[src/common/sacs_regs.svh]
// Timing counts and field positions of the conversion sequencer
`ifndef SACS_REGS_SVH
`define SACS_REGS_SVH
`define SACS_CLK_NS 100
`define SACS_BITS 8
`define SACS_CNT_W 3
`define SACS_CYC_W 6
`define SACS_SAMPLE_EDGE 3'h3
`define SACS_LAST_EDGE 3'h7
`define SACS_HOLD_CYC 6'h04
`define SACS_CONV_CYC 6'h20
`define SACS_CONV_MAX_NS 17000
`define SACS_CONV_MAX_CYC (`SACS_CONV_MAX_NS / `SACS_CLK_NS)
`define SACS_CYCLE_22_NS 22000
`define SACS_CYCLE_25_NS 25000
`endif

[src/common/sacs_pkg.sv]
// Types of the conversion sequencer
`include "sacs_regs.svh"
package sacs_pkg;
   typedef enum logic [2:0] {
      SACS_IDLE = 3'h1,
      SACS_HOLD = 3'h2,
      SACS_CONV = 3'h4
   } sacs_state_t;

   typedef struct packed {
      logic sclk_s1;
      logic sclk_s2;
      logic sclk_s3;
      logic cs_s1;
      logic cs_s2;
      logic cs_s3;
   } sacs_sync_t;

   typedef struct packed {
      sacs_sync_t sync;
      sacs_state_t state;
      logic [`SACS_CNT_W-1:0] cnt;
      logic [`SACS_CYC_W-1:0] cyc;
      logic [`SACS_BITS-1:0] sample;
      logic [`SACS_BITS-1:0] result;
      logic dout;
      logic dout_oe;
      logic sampling;
      logic holding;
      logic busy;
      logic done;
   } sacs_st_t;
endpackage

[src/hdl/sacs_seq.sv]
// Serial ADC conversion sequencer: serial shift-out, sample, hold and convert timing
//
// Behaviour
// - With select high the serial output floats and serial clock edges are ignored.
// - The first four serial clock falls shift out result bits six down to three.
// - Sampling of the analog input starts right after the fourth serial clock fall.
// - The fifth to seventh falls shift out result bits two down to zero.
// - The eighth fall starts a four-cycle hold followed by a 32-cycle conversion.
// - Select may stay low across back-to-back conversions with a glitch-free serial clock.
// - Every seen serial clock fall without a select fall in the same cycle advances the bit sequence, with no filtering.
// - A select fall before conversion ends resets the sequence and aborts the conversion.
// - A full access during a conversion aborts it, restarts, and outputs the last completed result.
// - Sampling continues until the eighth fall, which sets the capture instant.
// - The serial clock and select are independent of the system clock and are synchronised.
// - Each access both delivers the previous result and starts a new conversion.
// - A conversion completes within 17 us, well inside the 22 us and 25 us cycle times.
`include "sacs_regs.svh"
`timescale 1ns/1ps
`default_nettype none
module sacs_seq (
   // System clock and reset
   input wire logic clk,
   input wire logic resetn,
   // Serial link pins
   input wire logic sclk,
   input wire logic cs_n,
   output logic dout,
   output logic dout_oe,
   // Comparator array code
   input wire logic [`SACS_BITS-1:0] analog_code,
   // Status
   output logic sampling,
   output logic holding,
   output logic busy,
   output logic conv_done
);
   sacs_pkg::sacs_st_t st_r;
   sacs_pkg::sacs_st_t st_nxt;
   logic rst_s1_r;
   logic rst_n_r;
   logic sclk_fall;
   logic cs_fall;
   logic active;

   // Reset release through two flops
   always_ff @(posedge clk or negedge resetn) begin
      if (!resetn) begin
         rst_s1_r <= 1'b0;
         rst_n_r <= 1'b0;
      end else begin
         rst_s1_r <= 1'b1;
         rst_n_r <= rst_s1_r;
      end
   end

   // Edge detection on synchronised copies only
   assign active = ~st_r.sync.cs_s2;
   assign sclk_fall = st_r.sync.sclk_s3 & ~st_r.sync.sclk_s2 & active;
   assign cs_fall = st_r.sync.cs_s3 & ~st_r.sync.cs_s2;

   // Next-state logic
   always_comb begin
      st_nxt = st_r;
      st_nxt.done = 1'b0;
      // Two-flop synchronisers on the link pins
      st_nxt.sync.sclk_s1 = sclk;
      st_nxt.sync.sclk_s2 = st_r.sync.sclk_s1;
      st_nxt.sync.sclk_s3 = st_r.sync.sclk_s2;
      st_nxt.sync.cs_s1 = cs_n;
      st_nxt.sync.cs_s2 = st_r.sync.cs_s1;
      st_nxt.sync.cs_s3 = st_r.sync.cs_s2;
      // Hold and conversion timing on the system clock
      case (st_r.state)
         sacs_pkg::SACS_HOLD: begin
            st_nxt.cyc = st_r.cyc + 6'h01;
            if (st_r.cyc == `SACS_HOLD_CYC - 6'h01) begin
               st_nxt.state = sacs_pkg::SACS_CONV;
               st_nxt.cyc = 6'h00;
            end
         end
         sacs_pkg::SACS_CONV: begin
            st_nxt.cyc = st_r.cyc + 6'h01;
            if (st_r.cyc == `SACS_CONV_CYC - 6'h01) begin
               st_nxt.state = sacs_pkg::SACS_IDLE;
               st_nxt.result = st_r.sample;
               st_nxt.done = 1'b1;
               st_nxt.cyc = 6'h00;
            end
         end
         default: begin
            st_nxt.state = sacs_pkg::SACS_IDLE;
            st_nxt.cyc = 6'h00;
         end
      endcase
      // Select fall resets the access and aborts any conversion
      if (cs_fall) begin
         st_nxt.cnt = '0;
         st_nxt.sampling = 1'b0;
         st_nxt.state = sacs_pkg::SACS_IDLE;
         st_nxt.cyc = 6'h00;
         st_nxt.done = 1'b0;
      end else if (sclk_fall) begin
         st_nxt.cnt = st_r.cnt + 3'h1;
         if (st_r.cnt == `SACS_SAMPLE_EDGE) begin
            st_nxt.sampling = 1'b1;
         end
         if (st_r.cnt == `SACS_LAST_EDGE) begin
            st_nxt.sampling = 1'b0;
            st_nxt.sample = analog_code;
            st_nxt.state = sacs_pkg::SACS_HOLD;
            st_nxt.cyc = 6'h00;
            st_nxt.result = st_r.result;
            st_nxt.done = 1'b0;
         end
      end
      // Pin drive from the next bit position
      st_nxt.dout_oe = ~st_r.sync.cs_s2;
      st_nxt.dout = st_nxt.result[~st_nxt.cnt];
      st_nxt.holding = (st_nxt.state == sacs_pkg::SACS_HOLD);
      st_nxt.busy = (st_nxt.state == sacs_pkg::SACS_CONV);
   end

   // State register
   always_ff @(posedge clk or negedge rst_n_r) begin
      if (!rst_n_r) begin
         st_r <= '{sync: '{default: 1'b1}, state: sacs_pkg::SACS_IDLE, default: '0};
      end else begin
         st_r <= st_nxt;
      end
   end

   // Outputs straight from the state register
   assign dout = st_r.dout;
   assign dout_oe = st_r.dout_oe;
   assign sampling = st_r.sampling;
   assign holding = st_r.holding;
   assign busy = st_r.busy;
   assign conv_done = st_r.done;

   // Checks
   property p_float;
      @(posedge clk) disable iff (!rst_n_r) st_r.sync.cs_s2 |=> !dout_oe;
   endproperty
   a_float: assert property (p_float) else $error("output driven while deselected");

   property p_shift;
      @(posedge clk) disable iff (!rst_n_r)
         (sclk_fall && !cs_fall) |=> (st_r.cnt == 3'($past(st_r.cnt) + 3'h1)) && dout == st_r.result[~st_r.cnt];
   endproperty
   a_shift: assert property (p_shift) else $error("bit sequence did not advance");

   property p_sample_start;
      @(posedge clk) disable iff (!rst_n_r)
         (sclk_fall && !cs_fall && st_r.cnt == 3'h3) |=> sampling && st_r.cnt == 3'h4;
   endproperty
   a_sample_start: assert property (p_sample_start) else $error("sampling did not start");

   property p_low_bits;
      @(posedge clk) disable iff (!rst_n_r)
         (sclk_fall && !cs_fall && st_r.cnt == 3'h6) |=> dout == st_r.result[0];
   endproperty
   a_low_bits: assert property (p_low_bits) else $error("last bit not shifted");

   property p_hold_conv;
      @(posedge clk) disable iff (!rst_n_r)
         (sclk_fall && !cs_fall && st_r.cnt == 3'h7) ##1 (!cs_fall && !sclk_fall) [*5]
            |-> $past(holding, 4) && $past(holding, 1) && busy;
   endproperty
   a_hold_conv: assert property (p_hold_conv) else $error("hold not four cycles");

   property p_abort;
      @(posedge clk) disable iff (!rst_n_r) cs_fall |=> !holding && !busy && st_r.cnt == 3'h0;
   endproperty
   a_abort: assert property (p_abort) else $error("select fall did not abort");

   property p_restart;
      @(posedge clk) disable iff (!rst_n_r)
         (busy && sclk_fall && !cs_fall && st_r.cnt == 3'h7) |=> holding && $stable(st_r.result);
   endproperty
   a_restart: assert property (p_restart) else $error("restart lost state");

   property p_capture;
      @(posedge clk) disable iff (!rst_n_r)
         (busy && st_r.cyc == 6'h1f && !cs_fall && !sclk_fall) |=> conv_done && st_r.result == $past(st_r.sample);
   endproperty
   a_capture: assert property (p_capture) else $error("result not loaded");

   property p_conv_time;
      @(posedge clk) disable iff (!rst_n_r)
         (holding || busy) |-> (busy ? int'(`SACS_HOLD_CYC) : 0) + int'(st_r.cyc) < `SACS_CONV_MAX_CYC;
   endproperty
   a_conv_time: assert property (p_conv_time) else $error("conversion too long");

   property p_msb;
      @(posedge clk) disable iff (!rst_n_r) cs_fall |=> dout == st_r.result[7];
   endproperty
   a_msb: assert property (p_msb) else $error("msb not presented");

   property p_ignore;
      @(posedge clk) disable iff (!rst_n_r) st_r.sync.cs_s2 |=> $stable(st_r.cnt);
   endproperty
   a_ignore: assert property (p_ignore) else $error("serial clock counted while deselected");

   property p_drive;
      @(posedge clk) disable iff (!rst_n_r) !st_r.sync.cs_s2 |=> dout_oe;
   endproperty
   a_drive: assert property (p_drive) else $error("output not driven while selected");

   property p_sample_end;
      @(posedge clk) disable iff (!rst_n_r)
         (sclk_fall && !cs_fall && st_r.cnt == 3'h7) |=> !sampling && st_r.sample == $past(analog_code);
   endproperty
   a_sample_end: assert property (p_sample_end) else $error("sample not captured at last fall");

   c_done: cover property (@(posedge clk) disable iff (!rst_n_r) conv_done);
   c_sample: cover property (@(posedge clk) disable iff (!rst_n_r) $rose(sampling));
   c_hold: cover property (@(posedge clk) disable iff (!rst_n_r) $fell(holding) && busy);
   c_restart: cover property (@(posedge clk) disable iff (!rst_n_r) busy && sclk_fall && st_r.cnt == 3'h7);
   c_abort: cover property (@(posedge clk) disable iff (!rst_n_r) busy && cs_fall);
endmodule
`default_nettype wire

[config.mk]
export PLATFORM = sky130hd
export DESIGN_NAME = sacs_seq
export DESIGN_NICKNAME = d
export VERILOG_FILES = /design/src/common/sacs_pkg.sv /design/src/hdl/sacs_seq.sv
export VERILOG_INCLUDE_DIRS = /design/src /design/src/common
export SDC_FILE = /design/constraint.sdc
export NUM_CORES = 1
export LEC_CHECK = 0
export CAP_MARGIN = 40
export CORE_ASPECT_RATIO = 1.25
export CORE_UTILIZATION = 55
export CTS_CLUSTER_DIAMETER = 150
export DETAILED_ROUTE_END_ITERATION = 10
export DONT_BUFFER_PORTS = 1
export PLACE_DENSITY = 0.8
export SETUP_SLACK_MARGIN = 0.02
export SLEW_MARGIN = 20
export SYNTH_ARGS = -nofsm -noshare
export SYNTH_HDL_FRONTEND = slang
export SYNTH_SLANG_ARGS = --single-unit
[constraint.sdc]
create_clock -name clk -period 1.1 [get_ports clk]
set_input_delay 0.055 -clock clk [delete_from_list [all_inputs] [get_ports clk]]
set_output_delay 0.055 -clock clk [all_outputs]
set_load 0.01 [all_outputs]
==> results of run 1 <==
==> cell families (layout without fill, tap and decap cells) <==
| group | count (synthesis) | in the layout |
|---|---|---|
| muxes | 26 | 26 |
| xor gates and xnor gates | 4 | 4 |
| buffers and inverters | 7 | 77 |
| AOI/OAI and AO/OA | 19 | 20 |
| DFF | 42 | 42 |
| and+or+nand+nor | 39 | 39 |
| other | 1 | 1 |
| adders and majority gates | 4 | 4 |
==> sequential cells by signal, summed over array words and instances, names as in the netlist <==
register and count:
st_r 30, holding 1, dout 1, sampling 1, busy 1, rst_s1_r 1, dout_oe 1, st_nxt 4
conv_done 1, rst_n_r 1
==> layout by cell type, fill, tap and decap left out, types with 2 or more instances in the layout <==
master / n
a21oi_2: 3
a21oi_4: 2
a32o_2: 3
buf_4: 41
buf_6: 11
clkbuf_8: 5
clkinvlp_4: 2
dfrtp_1: 34
dfstp_2: 7
dlygate4sd3_1: 12
ha_4: 4
inv_1: 2
inv_2: 2
mux2_4: 15
mux2i_1: 7
mux2i_2: 3
nand2_2: 2
nand2b_1: 2
nand2b_4: 2
nand3_1: 2
nand3b_1: 2
nor2_1: 8
nor2_2: 7
nor2b_1: 2
xnor2_1: 2
xor2_1: 2
==> cell usage after synthesis, types with 2 or more instances <==
| library cell | n | area [µm²] |
|---|---|---|
| nor2b_1 | 2 | 12.5 |
| xor2_1 | 2 | 17.5 |
| nand2_2 | 2 | 12.5 |
| dfrtp_1 | 35 | 876 |
| mux2i_1 | 10 | 100 |
| a21oi_1 | 6 | 30.0 |
| ha_1 | 4 | 50.1 |
| nand3_1 | 3 | 15.0 |
| o21ai_1 | 2 | 10.0 |
| nor2_1 | 15 | 56.3 |
| inv_1 | 3 | 11.3 |
| nand2b_1 | 4 | 25.0 |
| mux2_1 | 7 | 78.8 |
| mux2_4 | 8 | 120 |
| nand3b_1 | 2 | 15.0 |
| dfstp_2 | 7 | 184 |
| xnor2_1 | 2 | 17.5 |
==> worst max-delay path by stage <==
stage / to / depth (start not counted)
2_1_floorplan: dout / 9
3_3_place_gp: dout / 9
3_5_place_dp: dout / 7
4_1_cts: st_r[9] / 7
5_1_grt: dout / 9
6_report: dout / 9
==> metal layers <==
layer,part of all wire [%],GRT usage [%],routed length [µm]
met1,34,30.0,1800
met2,57,55.7,2990
met3,4.4,7.76,230
met4,4.7,10.5,245
met5,0,0,0
==> metrics by stage <==
step	TNS, ps	util [%]	area [µm²]	total power, mW	std cells
after floorplan	-12430	-	1880	1.84	142
after CTS	-19760	84.5	2700	3.25	247
after global routing	-18100	88.2	2820	3.39	250
after detailed placement	-18250	68.8	2200	1.94	214
after global placement	-16210	68.8	2200	1.92	214
final	-16900	88.2	2820	3.30	250
==> cell type report <==
type / instances / area, µm² / area share, %
clock buffers: 5 / 68.8 / 2.44
inverters: 4 / 15.0 / 0.533
well taps: 37 / 46.3 / 1.64
flip-flops and latches: 42 / 1060 / 37.6
clock inverters: 3 / 45.0 / 1.60
multi-input cells: 94 / 1010 / 35.9
repair buffers: 65 / 572 / 20.3
==> critical path: cells and delay by family (launching register included) <==
family                   cells  cell delay [ps]
AO/OA/AOI/OAI                3              420
adder cells (fa/ha/maj)      2              430
buffers and inverters        1              140
flip-flops                   1              430
multiplexers                 1              210
AND/OR/NAND/NOR              2              350
==> timing repair <==
| item | 4_1_cts | 5_1_grt |
|---|---|---|
| resized for setup | 38 | 26 |
| setup endpoints to repair | 33 | 33 |
| endpoints found under the hold margin | 12 | 0 |
| pin swaps | 12 | 18 |
| gates cloned | 2 | 0 |
| hold buffers | 12 | 0 |
| setup buffers | 11 | 9 |
==> power by group through the flow <==
stage	registers, mW	logic [mW]	clock network [mW]
finish	1.69	0.365	1.25
global route	1.69	0.387	1.31
CTS	1.68	0.320	1.25
detailed placement	1.70	0.236	0
global placement	1.70	0.222	0
floorplan	1.71	0.138	0
==> impl_results.html, run 1 <==
<table>
<tr><th>Metric</th><th>Value</th></tr>
<tr><th colspan="2">Run status</th></tr>
<tr><td>Result of the run</td><td>complete, but fails checks</td></tr>
<tr><td>Failing checks</td><td>negative setup slack</td></tr>
<tr><th colspan="2">Critical path</th></tr>
<tr><td>Register-to-Register Path Depth</td><td>9</td></tr>
<tr><td>Crit path DAT</td><td>2270 ps</td></tr>
<tr><td>Cell Chain, Critical Path</td><td>ha_4, ha_4, nor4b_4, a21oi_2, o22ai_4, buf_6, mux2i_1, o22ai_1, nor3_2</td></tr>
<tr><td>Startpoint kind of the worst setup timing path</td><td>flip-flop</td></tr>
<tr><td>Register-to-register setup slack</td><td>-950 ps</td></tr>
<tr><td>Type of element capturing the critical path</td><td>flip-flop</td></tr>
<tr><td>Cell repeated most along the worst path</td><td>ha_4</td></tr>
<tr><td>Data required time at the worst endpoint</td><td>1330 ps</td></tr>
<tr><td>Setup CP Type</td><td>flip-flop to flip-flop</td></tr>
<tr><td>Origin of the critical flop-to-flop path</td><td>st_r[28]</td></tr>
<tr><td>CP Max Fanout</td><td>5</td></tr>
<tr><td>Worst setup path startpoint</td><td>st_r[28]</td></tr>
<tr><td>RR Endpoint</td><td>dout</td></tr>
<tr><td>Library cell contributing the largest single delay on the critical path</td><td>dfrtp_1</td></tr>
<tr><td>Slowest stage delay, CP</td><td>430 ps</td></tr>
<tr><th colspan="2">Routing</th></tr>
<tr><td>Drt via density</td><td>5.76</td></tr>
<tr><td>Total wirelength of the detailed-routed design</td><td>5.26 mm</td></tr>
<tr><td>Average wire per cell in the routed design</td><td>21.0 µm</td></tr>
<tr><td>DRC violations left</td><td>0</td></tr>
<tr><td>DR vias</td><td>1439</td></tr>
<tr><td>Violation count after the first detailed-routing iteration</td><td>24</td></tr>
<tr><td>Count of nets left with antenna violations after detail routing</td><td>0</td></tr>
<tr><td>Number of iterations in the first detailed-routing pass</td><td>4</td></tr>
<tr><th colspan="2">Yosys</th></tr>
<tr><td>Synthesized area divided by synthesized cell count</td><td>13.0 µm²</td></tr>
<tr><td>Unique masters post-synth</td><td>45</td></tr>
<tr><td>Most used DFF post-synth</td><td>dfrtp_1</td></tr>
<tr><td>Post-synthesis register bit count</td><td>42</td></tr>
<tr><td>Synth Net Count</td><td>158</td></tr>
<tr><td>Async set or reset register ratio after synthesis</td><td>100%</td></tr>
<tr><td>Post-synthesis simple-gate area fraction</td><td>11.9%</td></tr>
<tr><td>Post-synthesis sequential area ratio</td><td>57.3%</td></tr>
<tr><td>Xor and xnor area share after synthesis</td><td>1.89%</td></tr>
<tr><td>Multiplexer share of the synthesized area</td><td>16.8%</td></tr>
<tr><td>Area fraction in compound gates after synthesis</td><td>7.17%</td></tr>
<tr><td>Main combinational cell family by area after synthesis</td><td>multiplexers</td></tr>
<tr><td>Area share of fa/ha/maj cells after synthesis</td><td>2.71%</td></tr>
<tr><td>Number of warning messages in the yosys log</td><td>0</td></tr>
<tr><td>Number of flops mapped to enable cells by yosys</td><td>0</td></tr>
<tr><td>Cells after Synth</td><td>142</td></tr>
<tr><td>Syn Std Cell Area</td><td>1850 µm²</td></tr>
<tr><th colspan="2">STA</th></tr>
<tr><td>Hold Fails Final Rpt</td><td>0</td></tr>
<tr><td>Unrepaired setup endpoints after global routing</td><td>true</td></tr>
<tr><td>Worst slack on hold paths</td><td>119 ps</td></tr>
<tr><td>Post-layout minimum cycle time</td><td>2050 ps</td></tr>
<tr><td>Max Freq</td><td>489 MHz</td></tr>
<tr><td>Crit share post-route</td><td>186%</td></tr>
<tr><td>Number of max-slew violations in the final report</td><td>0</td></tr>
<tr><td>Number of failing setup endpoints in the final timing report</td><td>33</td></tr>
<tr><td>Fin worst setup slack</td><td>-946 ps</td></tr>
<tr><td>Worst clock skew</td><td>6.67 ps</td></tr>
<tr><th colspan="2">Power</th></tr>
<tr><td>Fraction of power consumed by sequential logic</td><td>51.2%</td></tr>
<tr><td>Power per unit of standard cell area</td><td>1170 nW/µm²</td></tr>
<tr><td>Switching share of power</td><td>24.5%</td></tr>
<tr><td>Internal power</td><td>2.49 mW</td></tr>
<tr><td>Relative contribution of the clock network to total power</td><td>37.8%</td></tr>
<tr><td>Cell leakage power</td><td>1.26 nW</td></tr>
<tr><td>Max VDD drop</td><td>1.46 mV</td></tr>
<tr><td>Psw</td><td>0.808 mW</td></tr>
<tr><td>Combinational group share of total power</td><td>11.1%</td></tr>
<tr><th colspan="2">GRT</th></tr>
<tr><td>Via count of the first global-routing pass</td><td>1504</td></tr>
<tr><td>Combined global-route utilization of all metal layers</td><td>29.7%</td></tr>
<tr><td>Wire length of the first global-routing pass</td><td>7.20 mm</td></tr>
<tr><td>Largest net degree at the start of global routing</td><td>17</td></tr>
<tr><td>Initial antenna violation count</td><td>0</td></tr>
<tr><td>Overflow left after global routing</td><td>0</td></tr>
<tr><th colspan="2">Clock tree</th></tr>
<tr><td>Number of clock buffers inserted by TritonCTS</td><td>5</td></tr>
<tr><td># H-tree levels</td><td>2</td></tr>
<tr><td>Clock latency of the later-clocked register in the worst-skew pair</td><td>300 ps</td></tr>
<tr><td>CTS tree</td><td>built</td></tr>
<tr><td>Clock-pin transition on the worst setup and hold timing paths</td><td>90 ps</td></tr>
<tr><td>Number of clock sinks</td><td>42</td></tr>
<tr><td>Maximum buffer depth of the clock tree</td><td>2</td></tr>
<tr><td>Root cell of the clock tree</td><td>clkbuf_8</td></tr>
<tr><th colspan="2">Placed design</th></tr>
<tr><td>Total of buffers placed on input and output ports</td><td>0</td></tr>
<tr><td>Detail Placement HPWL</td><td>2.60 mm</td></tr>
<tr><td>Routability congestion estimate from global placement</td><td>0.763</td></tr>
<tr><td>Worst slack, placed</td><td>-931 ps</td></tr>
<tr><th colspan="2">Floorplanning</th></tr>
<tr><td>Width of the chip</td><td>53.9 µm</td></tr>
<tr><td>Row count</td><td>23</td></tr>
<tr><td>Die outline area</td><td>3600 µm²</td></tr>
<tr><td>Initial Util</td><td>57.9%</td></tr>
<tr><td>I/O Pins</td><td>18</td></tr>
<tr><td>Core Region</td><td>3190 µm²</td></tr>
<tr><td>DIE HEIGHT</td><td>66.8 µm</td></tr>
<tr><th colspan="2">Cells and area</th></tr>
<tr><td>Layout cell share with drive strength beyond 1</td><td>59.2%</td></tr>
<tr><td>Total inserted antenna cells</td><td>0</td></tr>
<tr><td>Filler Cells Inserted</td><td>138</td></tr>
<tr><td>Area growth from synthesis to layout</td><td>52.4%</td></tr>
<tr><td>Nets@finish</td><td>228</td></tr>
<tr><th colspan="2">Job</th></tr>
<tr><td>Maxcap violations</td><td>0</td></tr>
<tr><th colspan="2">Min path</th></tr>
<tr><td>Path category of the worst min-delay check</td><td>flip-flop to async pin</td></tr>
</table>
Note: power is estimated with default switching activity, not from simulation.
==> inputs of run 2 (changes only) <==
--- a/config.mk
+++ b/config.mk
@@ -7,7 +7,7 @@
 export NUM_CORES = 1
 export LEC_CHECK = 0
 export CAP_MARGIN = 40
-export CORE_ASPECT_RATIO = 1.25
+export CORE_ASPECT_RATIO = 0.8
 export CORE_UTILIZATION = 55
 export CTS_CLUSTER_DIAMETER = 150
 export DETAILED_ROUTE_END_ITERATION = 10
==> run 2 against run 1 <==
Compared with the run above:
- the flow still finishes with violations (negative setup slack)
- final area grew 2.6%
- global-route usage grew 2.5 points
- worst hold slack gained 39 ps
- power grew 1.4%
- sequential share of layout area shrank 0.94 points
- clock-buffer cell count grew 1
- clock power is essentially flat
- combinational power grew 11%
- critical path type unchanged
- flip-flop and latch count is the same
- critical path depth shrank 1
==> impl_results.html, run 2 (synthesis results as in run 1) <==
<table>
<tr><th>Metric</th><th>Value</th></tr>
<tr><th colspan="2">Cells and area</th></tr>
<tr><td>Post-Route Utilization</td><td>91.7% (+3.5 points)</td></tr>
<tr><td>Nets@finish</td><td>231 (+1.3%)</td></tr>
<tr><td>Most frequent standard cell in the layout excluding fill and tap cells</td><td>buf_4</td></tr>
<tr><td>Filler Cells Inserted</td><td>104 (-25%)</td></tr>
<tr><td>Commonest cells after routing, fill and taps aside</td><td>39 x buf_4, 34 x dfrtp_1, 15 x mux2_4, 12 x dlygate4sd3_1, 12 x buf_6</td></tr>
<tr><td>Top reg by flops</td><td>st_r</td></tr>
<tr><td>Area growth from synthesis to layout</td><td>56.4%</td></tr>
<tr><td>Area of combinational cells with multiple inputs</td><td>997 µm² (-1.4%)</td></tr>
<tr><td>Layout cell share with drive strength beyond 1</td><td>57.4% (-1.7 points)</td></tr>
<tr><td>Combined flip-flop and latch cell area</td><td>1060 µm² (unchanged)</td></tr>
<tr><td>Final std cell area, no fill</td><td>2890 µm² (+2.6%)</td></tr>
<tr><td>Flip-flop count of the largest register, all copies and words added</td><td>30 (unchanged)</td></tr>
<tr><th colspan="2">Clock tree</th></tr>
<tr><td>Root cell of the clock tree</td><td>clkbuf_8</td></tr>
<tr><td># H-tree levels</td><td>2 (unchanged)</td></tr>
<tr><td>Clock latency of the later-clocked register in the worst-skew pair</td><td>300 ps (about the same)</td></tr>
<tr><td>Number of clock sinks</td><td>42 (unchanged)</td></tr>
<tr><td>Clock-pin transition on the worst setup and hold timing paths</td><td>90 ps (about the same)</td></tr>
<tr><td>Number of clock buffers inserted by TritonCTS</td><td>5 (unchanged)</td></tr>
<tr><td>Maximum buffer depth of the clock tree</td><td>2 (unchanged)</td></tr>
<tr><td>CTS tree</td><td>built</td></tr>
<tr><th colspan="2">STA</th></tr>
<tr><td>Hold Fails Final Rpt</td><td>0 (unchanged)</td></tr>
<tr><td>Unrepaired setup endpoints after global routing</td><td>true</td></tr>
<tr><td>Number of failing setup endpoints in the final timing report</td><td>33 (unchanged)</td></tr>
<tr><td>Crit share post-route</td><td>191% (+5.3 points)</td></tr>
<tr><td>Max Freq</td><td>475 MHz (-2.8%)</td></tr>
<tr><td>Post-layout minimum cycle time</td><td>2100 ps (+58.5 ps)</td></tr>
<tr><td>Fin worst setup slack</td><td>-1000 ps (-58.5 ps)</td></tr>
<tr><td>Worst clock skew</td><td>13.1 ps (+6.39 ps)</td></tr>
<tr><td>Number of max-slew violations in the final report</td><td>0 (unchanged)</td></tr>
<tr><th colspan="2">Critical path</th></tr>
<tr><td>Data required time at the worst endpoint</td><td>1300 ps (-30 ps)</td></tr>
<tr><td>RR Endpoint</td><td>dout</td></tr>
<tr><td>Worst setup path startpoint</td><td>st_r[28]</td></tr>
<tr><td>Setup CP Type</td><td>flip-flop to flip-flop</td></tr>
<tr><td>Register-to-Register Path Depth</td><td>8 (-1)</td></tr>
<tr><td>Register-to-register setup slack</td><td>-1000 ps (-60 ps)</td></tr>
<tr><td>Type of element capturing the critical path</td><td>flip-flop</td></tr>
<tr><td>Origin of the critical flop-to-flop path</td><td>st_r[28]</td></tr>
<tr><td>CP Max Fanout</td><td>5 (unchanged)</td></tr>
<tr><td>Crit path DAT</td><td>2300 ps (+30 ps)</td></tr>
<tr><td>Worst setup path end</td><td>dout</td></tr>
<tr><td>Startpoint kind of the worst setup timing path</td><td>flip-flop</td></tr>
<tr><th colspan="2">Power</th></tr>
<tr><td>Total power</td><td>3.35 mW (+1.4%)</td></tr>
<tr><td>Max VDD drop</td><td>1.13 mV (-22%)</td></tr>
<tr><td>Power per unit of standard cell area</td><td>1160 nW/µm² (-1.2%)</td></tr>
<tr><td>Cell leakage power</td><td>1.30 nW (+3.7%)</td></tr>
<tr><th colspan="2">Floorplanning</th></tr>
<tr><td>Die outline area</td><td>3600 µm² (unchanged)</td></tr>
<tr><td>Initial Util</td><td>58.7% (+0.76 points)</td></tr>
<tr><td>Width of the chip</td><td>66.8 µm (+24%)</td></tr>
<tr><td>I/O Pins</td><td>18 (unchanged)</td></tr>
<tr><td>Core Region</td><td>3150 µm² (-1.3%)</td></tr>
<tr><td>DIE HEIGHT</td><td>53.9 µm (-19%)</td></tr>
<tr><td>Row count</td><td>18 (-22%)</td></tr>
<tr><th colspan="2">Placed design</th></tr>
<tr><td>Placed Area</td><td>2180 µm² (-0.63%)</td></tr>
<tr><td>Routability congestion estimate from global placement</td><td>0.835 (+9.5%)</td></tr>
<tr><td>Total of buffers placed on input and output ports</td><td>0 (unchanged)</td></tr>
<tr><td>Worst slack, placed</td><td>-987 ps (-55.3 ps)</td></tr>
<tr><td>Detail Placement HPWL</td><td>2.77 mm (+6.6%)</td></tr>
<tr><th colspan="2">Routing</th></tr>
<tr><td>Count of nets left with antenna violations after detail routing</td><td>0 (unchanged)</td></tr>
<tr><td>Average wire per cell in the routed design</td><td>24.7 µm (+18%)</td></tr>
<tr><td>Number of iterations in the first detailed-routing pass</td><td>4 (unchanged)</td></tr>
<tr><td>Violation count after the first detailed-routing iteration</td><td>122 (+410%)</td></tr>
<tr><td>DR vias</td><td>1628 (+13%)</td></tr>
<tr><td>DRC violations left</td><td>0 (unchanged)</td></tr>
<tr><td>Total wirelength of the detailed-routed design</td><td>6.36 mm (+21%)</td></tr>
<tr><td>Drt via density</td><td>6.33 (+10%)</td></tr>
<tr><th colspan="2">GRT</th></tr>
<tr><td>Via count of the first global-routing pass</td><td>1589 (+5.7%)</td></tr>
<tr><td>Wire length of the first global-routing pass</td><td>7.94 mm (+10%)</td></tr>
<tr><td>Overflow left after global routing</td><td>0 (unchanged)</td></tr>
<tr><td>Largest net degree at the start of global routing</td><td>19 (+2)</td></tr>
<tr><td>Combined global-route utilization of all metal layers</td><td>32.2% (+2.5 points)</td></tr>
<tr><td>Initial antenna violation count</td><td>1 (+1)</td></tr>
<tr><th colspan="2">Run status</th></tr>
<tr><td>Failing checks</td><td>negative setup slack</td></tr>
<tr><td>Result of the run</td><td>complete, but fails checks</td></tr>
<tr><th colspan="2">Job</th></tr>
<tr><td>Maxcap violations</td><td>0 (unchanged)</td></tr>
<tr><th colspan="2">Min path</th></tr>
<tr><td>Path category of the worst min-delay check</td><td>flip-flop to async pin</td></tr>
</table>
## run 2: cell types whose count changed in the layout (fill, tap and decap cells not counted), moves of 2 or more
cell     delta
nor2_2      -3
mux2i_2     -2
nor2_1      +2
buf_4       -2
mux2i_1     +2
## run 2: critical path, cell delays in order, from the launching register on
cell	delay, ps
dfrtp_1	410
buf_4	150
buf_4	130
nor2_1	200
a32o_2	360
mux2i_1	280
a22oi_1	150
o22ai_1	270
nor3_2	60
## run 2: worst min-delay path by stage
stage,startpoint,end
after floorplan,resetn,rst_n_r
after global placement,resetn,rst_s1_r
after detailed placement,resetn,rst_s1_r
after CTS,rst_n_r,st_r[20]
after global routing,rst_n_r,st_r[8]
final,rst_n_r,st_r[20]
## run 2: metal layers
layer | wire length (µm) | GRT usage [%] | vias to the layer above
met5 | 0 | 0 | -
met4 | 437 | 20.2 | 0
met3 | 474 | 8.05 | 51
met2 | 3080 | 51.9 | 102
met1 | 2370 | 39.3 | 820
li1 | - | - | 655
## run 2: where the power goes
part           switching [mW]  internal, mW
registers              0.0696          1.62
logic                   0.185         0.221
clock network           0.577         0.678
## run 2: through the flow
stage / cells / TNS (ps) / hold WS [ps]
floorplan: 142 / -12430 / -241
global placement: 213 / -16230 / -241
detailed placement: 213 / -18470 / -241
CTS: 241 / -17950 / 159
global route: 257 / -23460 / 184
finish: 257 / -22180 / 158
## run 2: cell type report
class                           instances  area share, %
Timing Repair Buffer                   68           22.7
Clock buffer                            6           2.51
Antenna cell                            1         0.0865
Inverter                                4          0.519
Clock inverter                          2           1.30
Sequential cell                        42           36.7
Multi-Input combinational cell         94           34.5
Tap cell                               40           1.73
## run 2: timing repair
action | CTS | global route
resized for setup | 30 | 28
buffers inserted | 6 | 15
setup endpoints to repair | 33 | 33
endpoints found under the hold margin | 12 | 0
pin swaps | 7 | 15
gates cloned | 2 | 1
hold buffers | 12 | 0
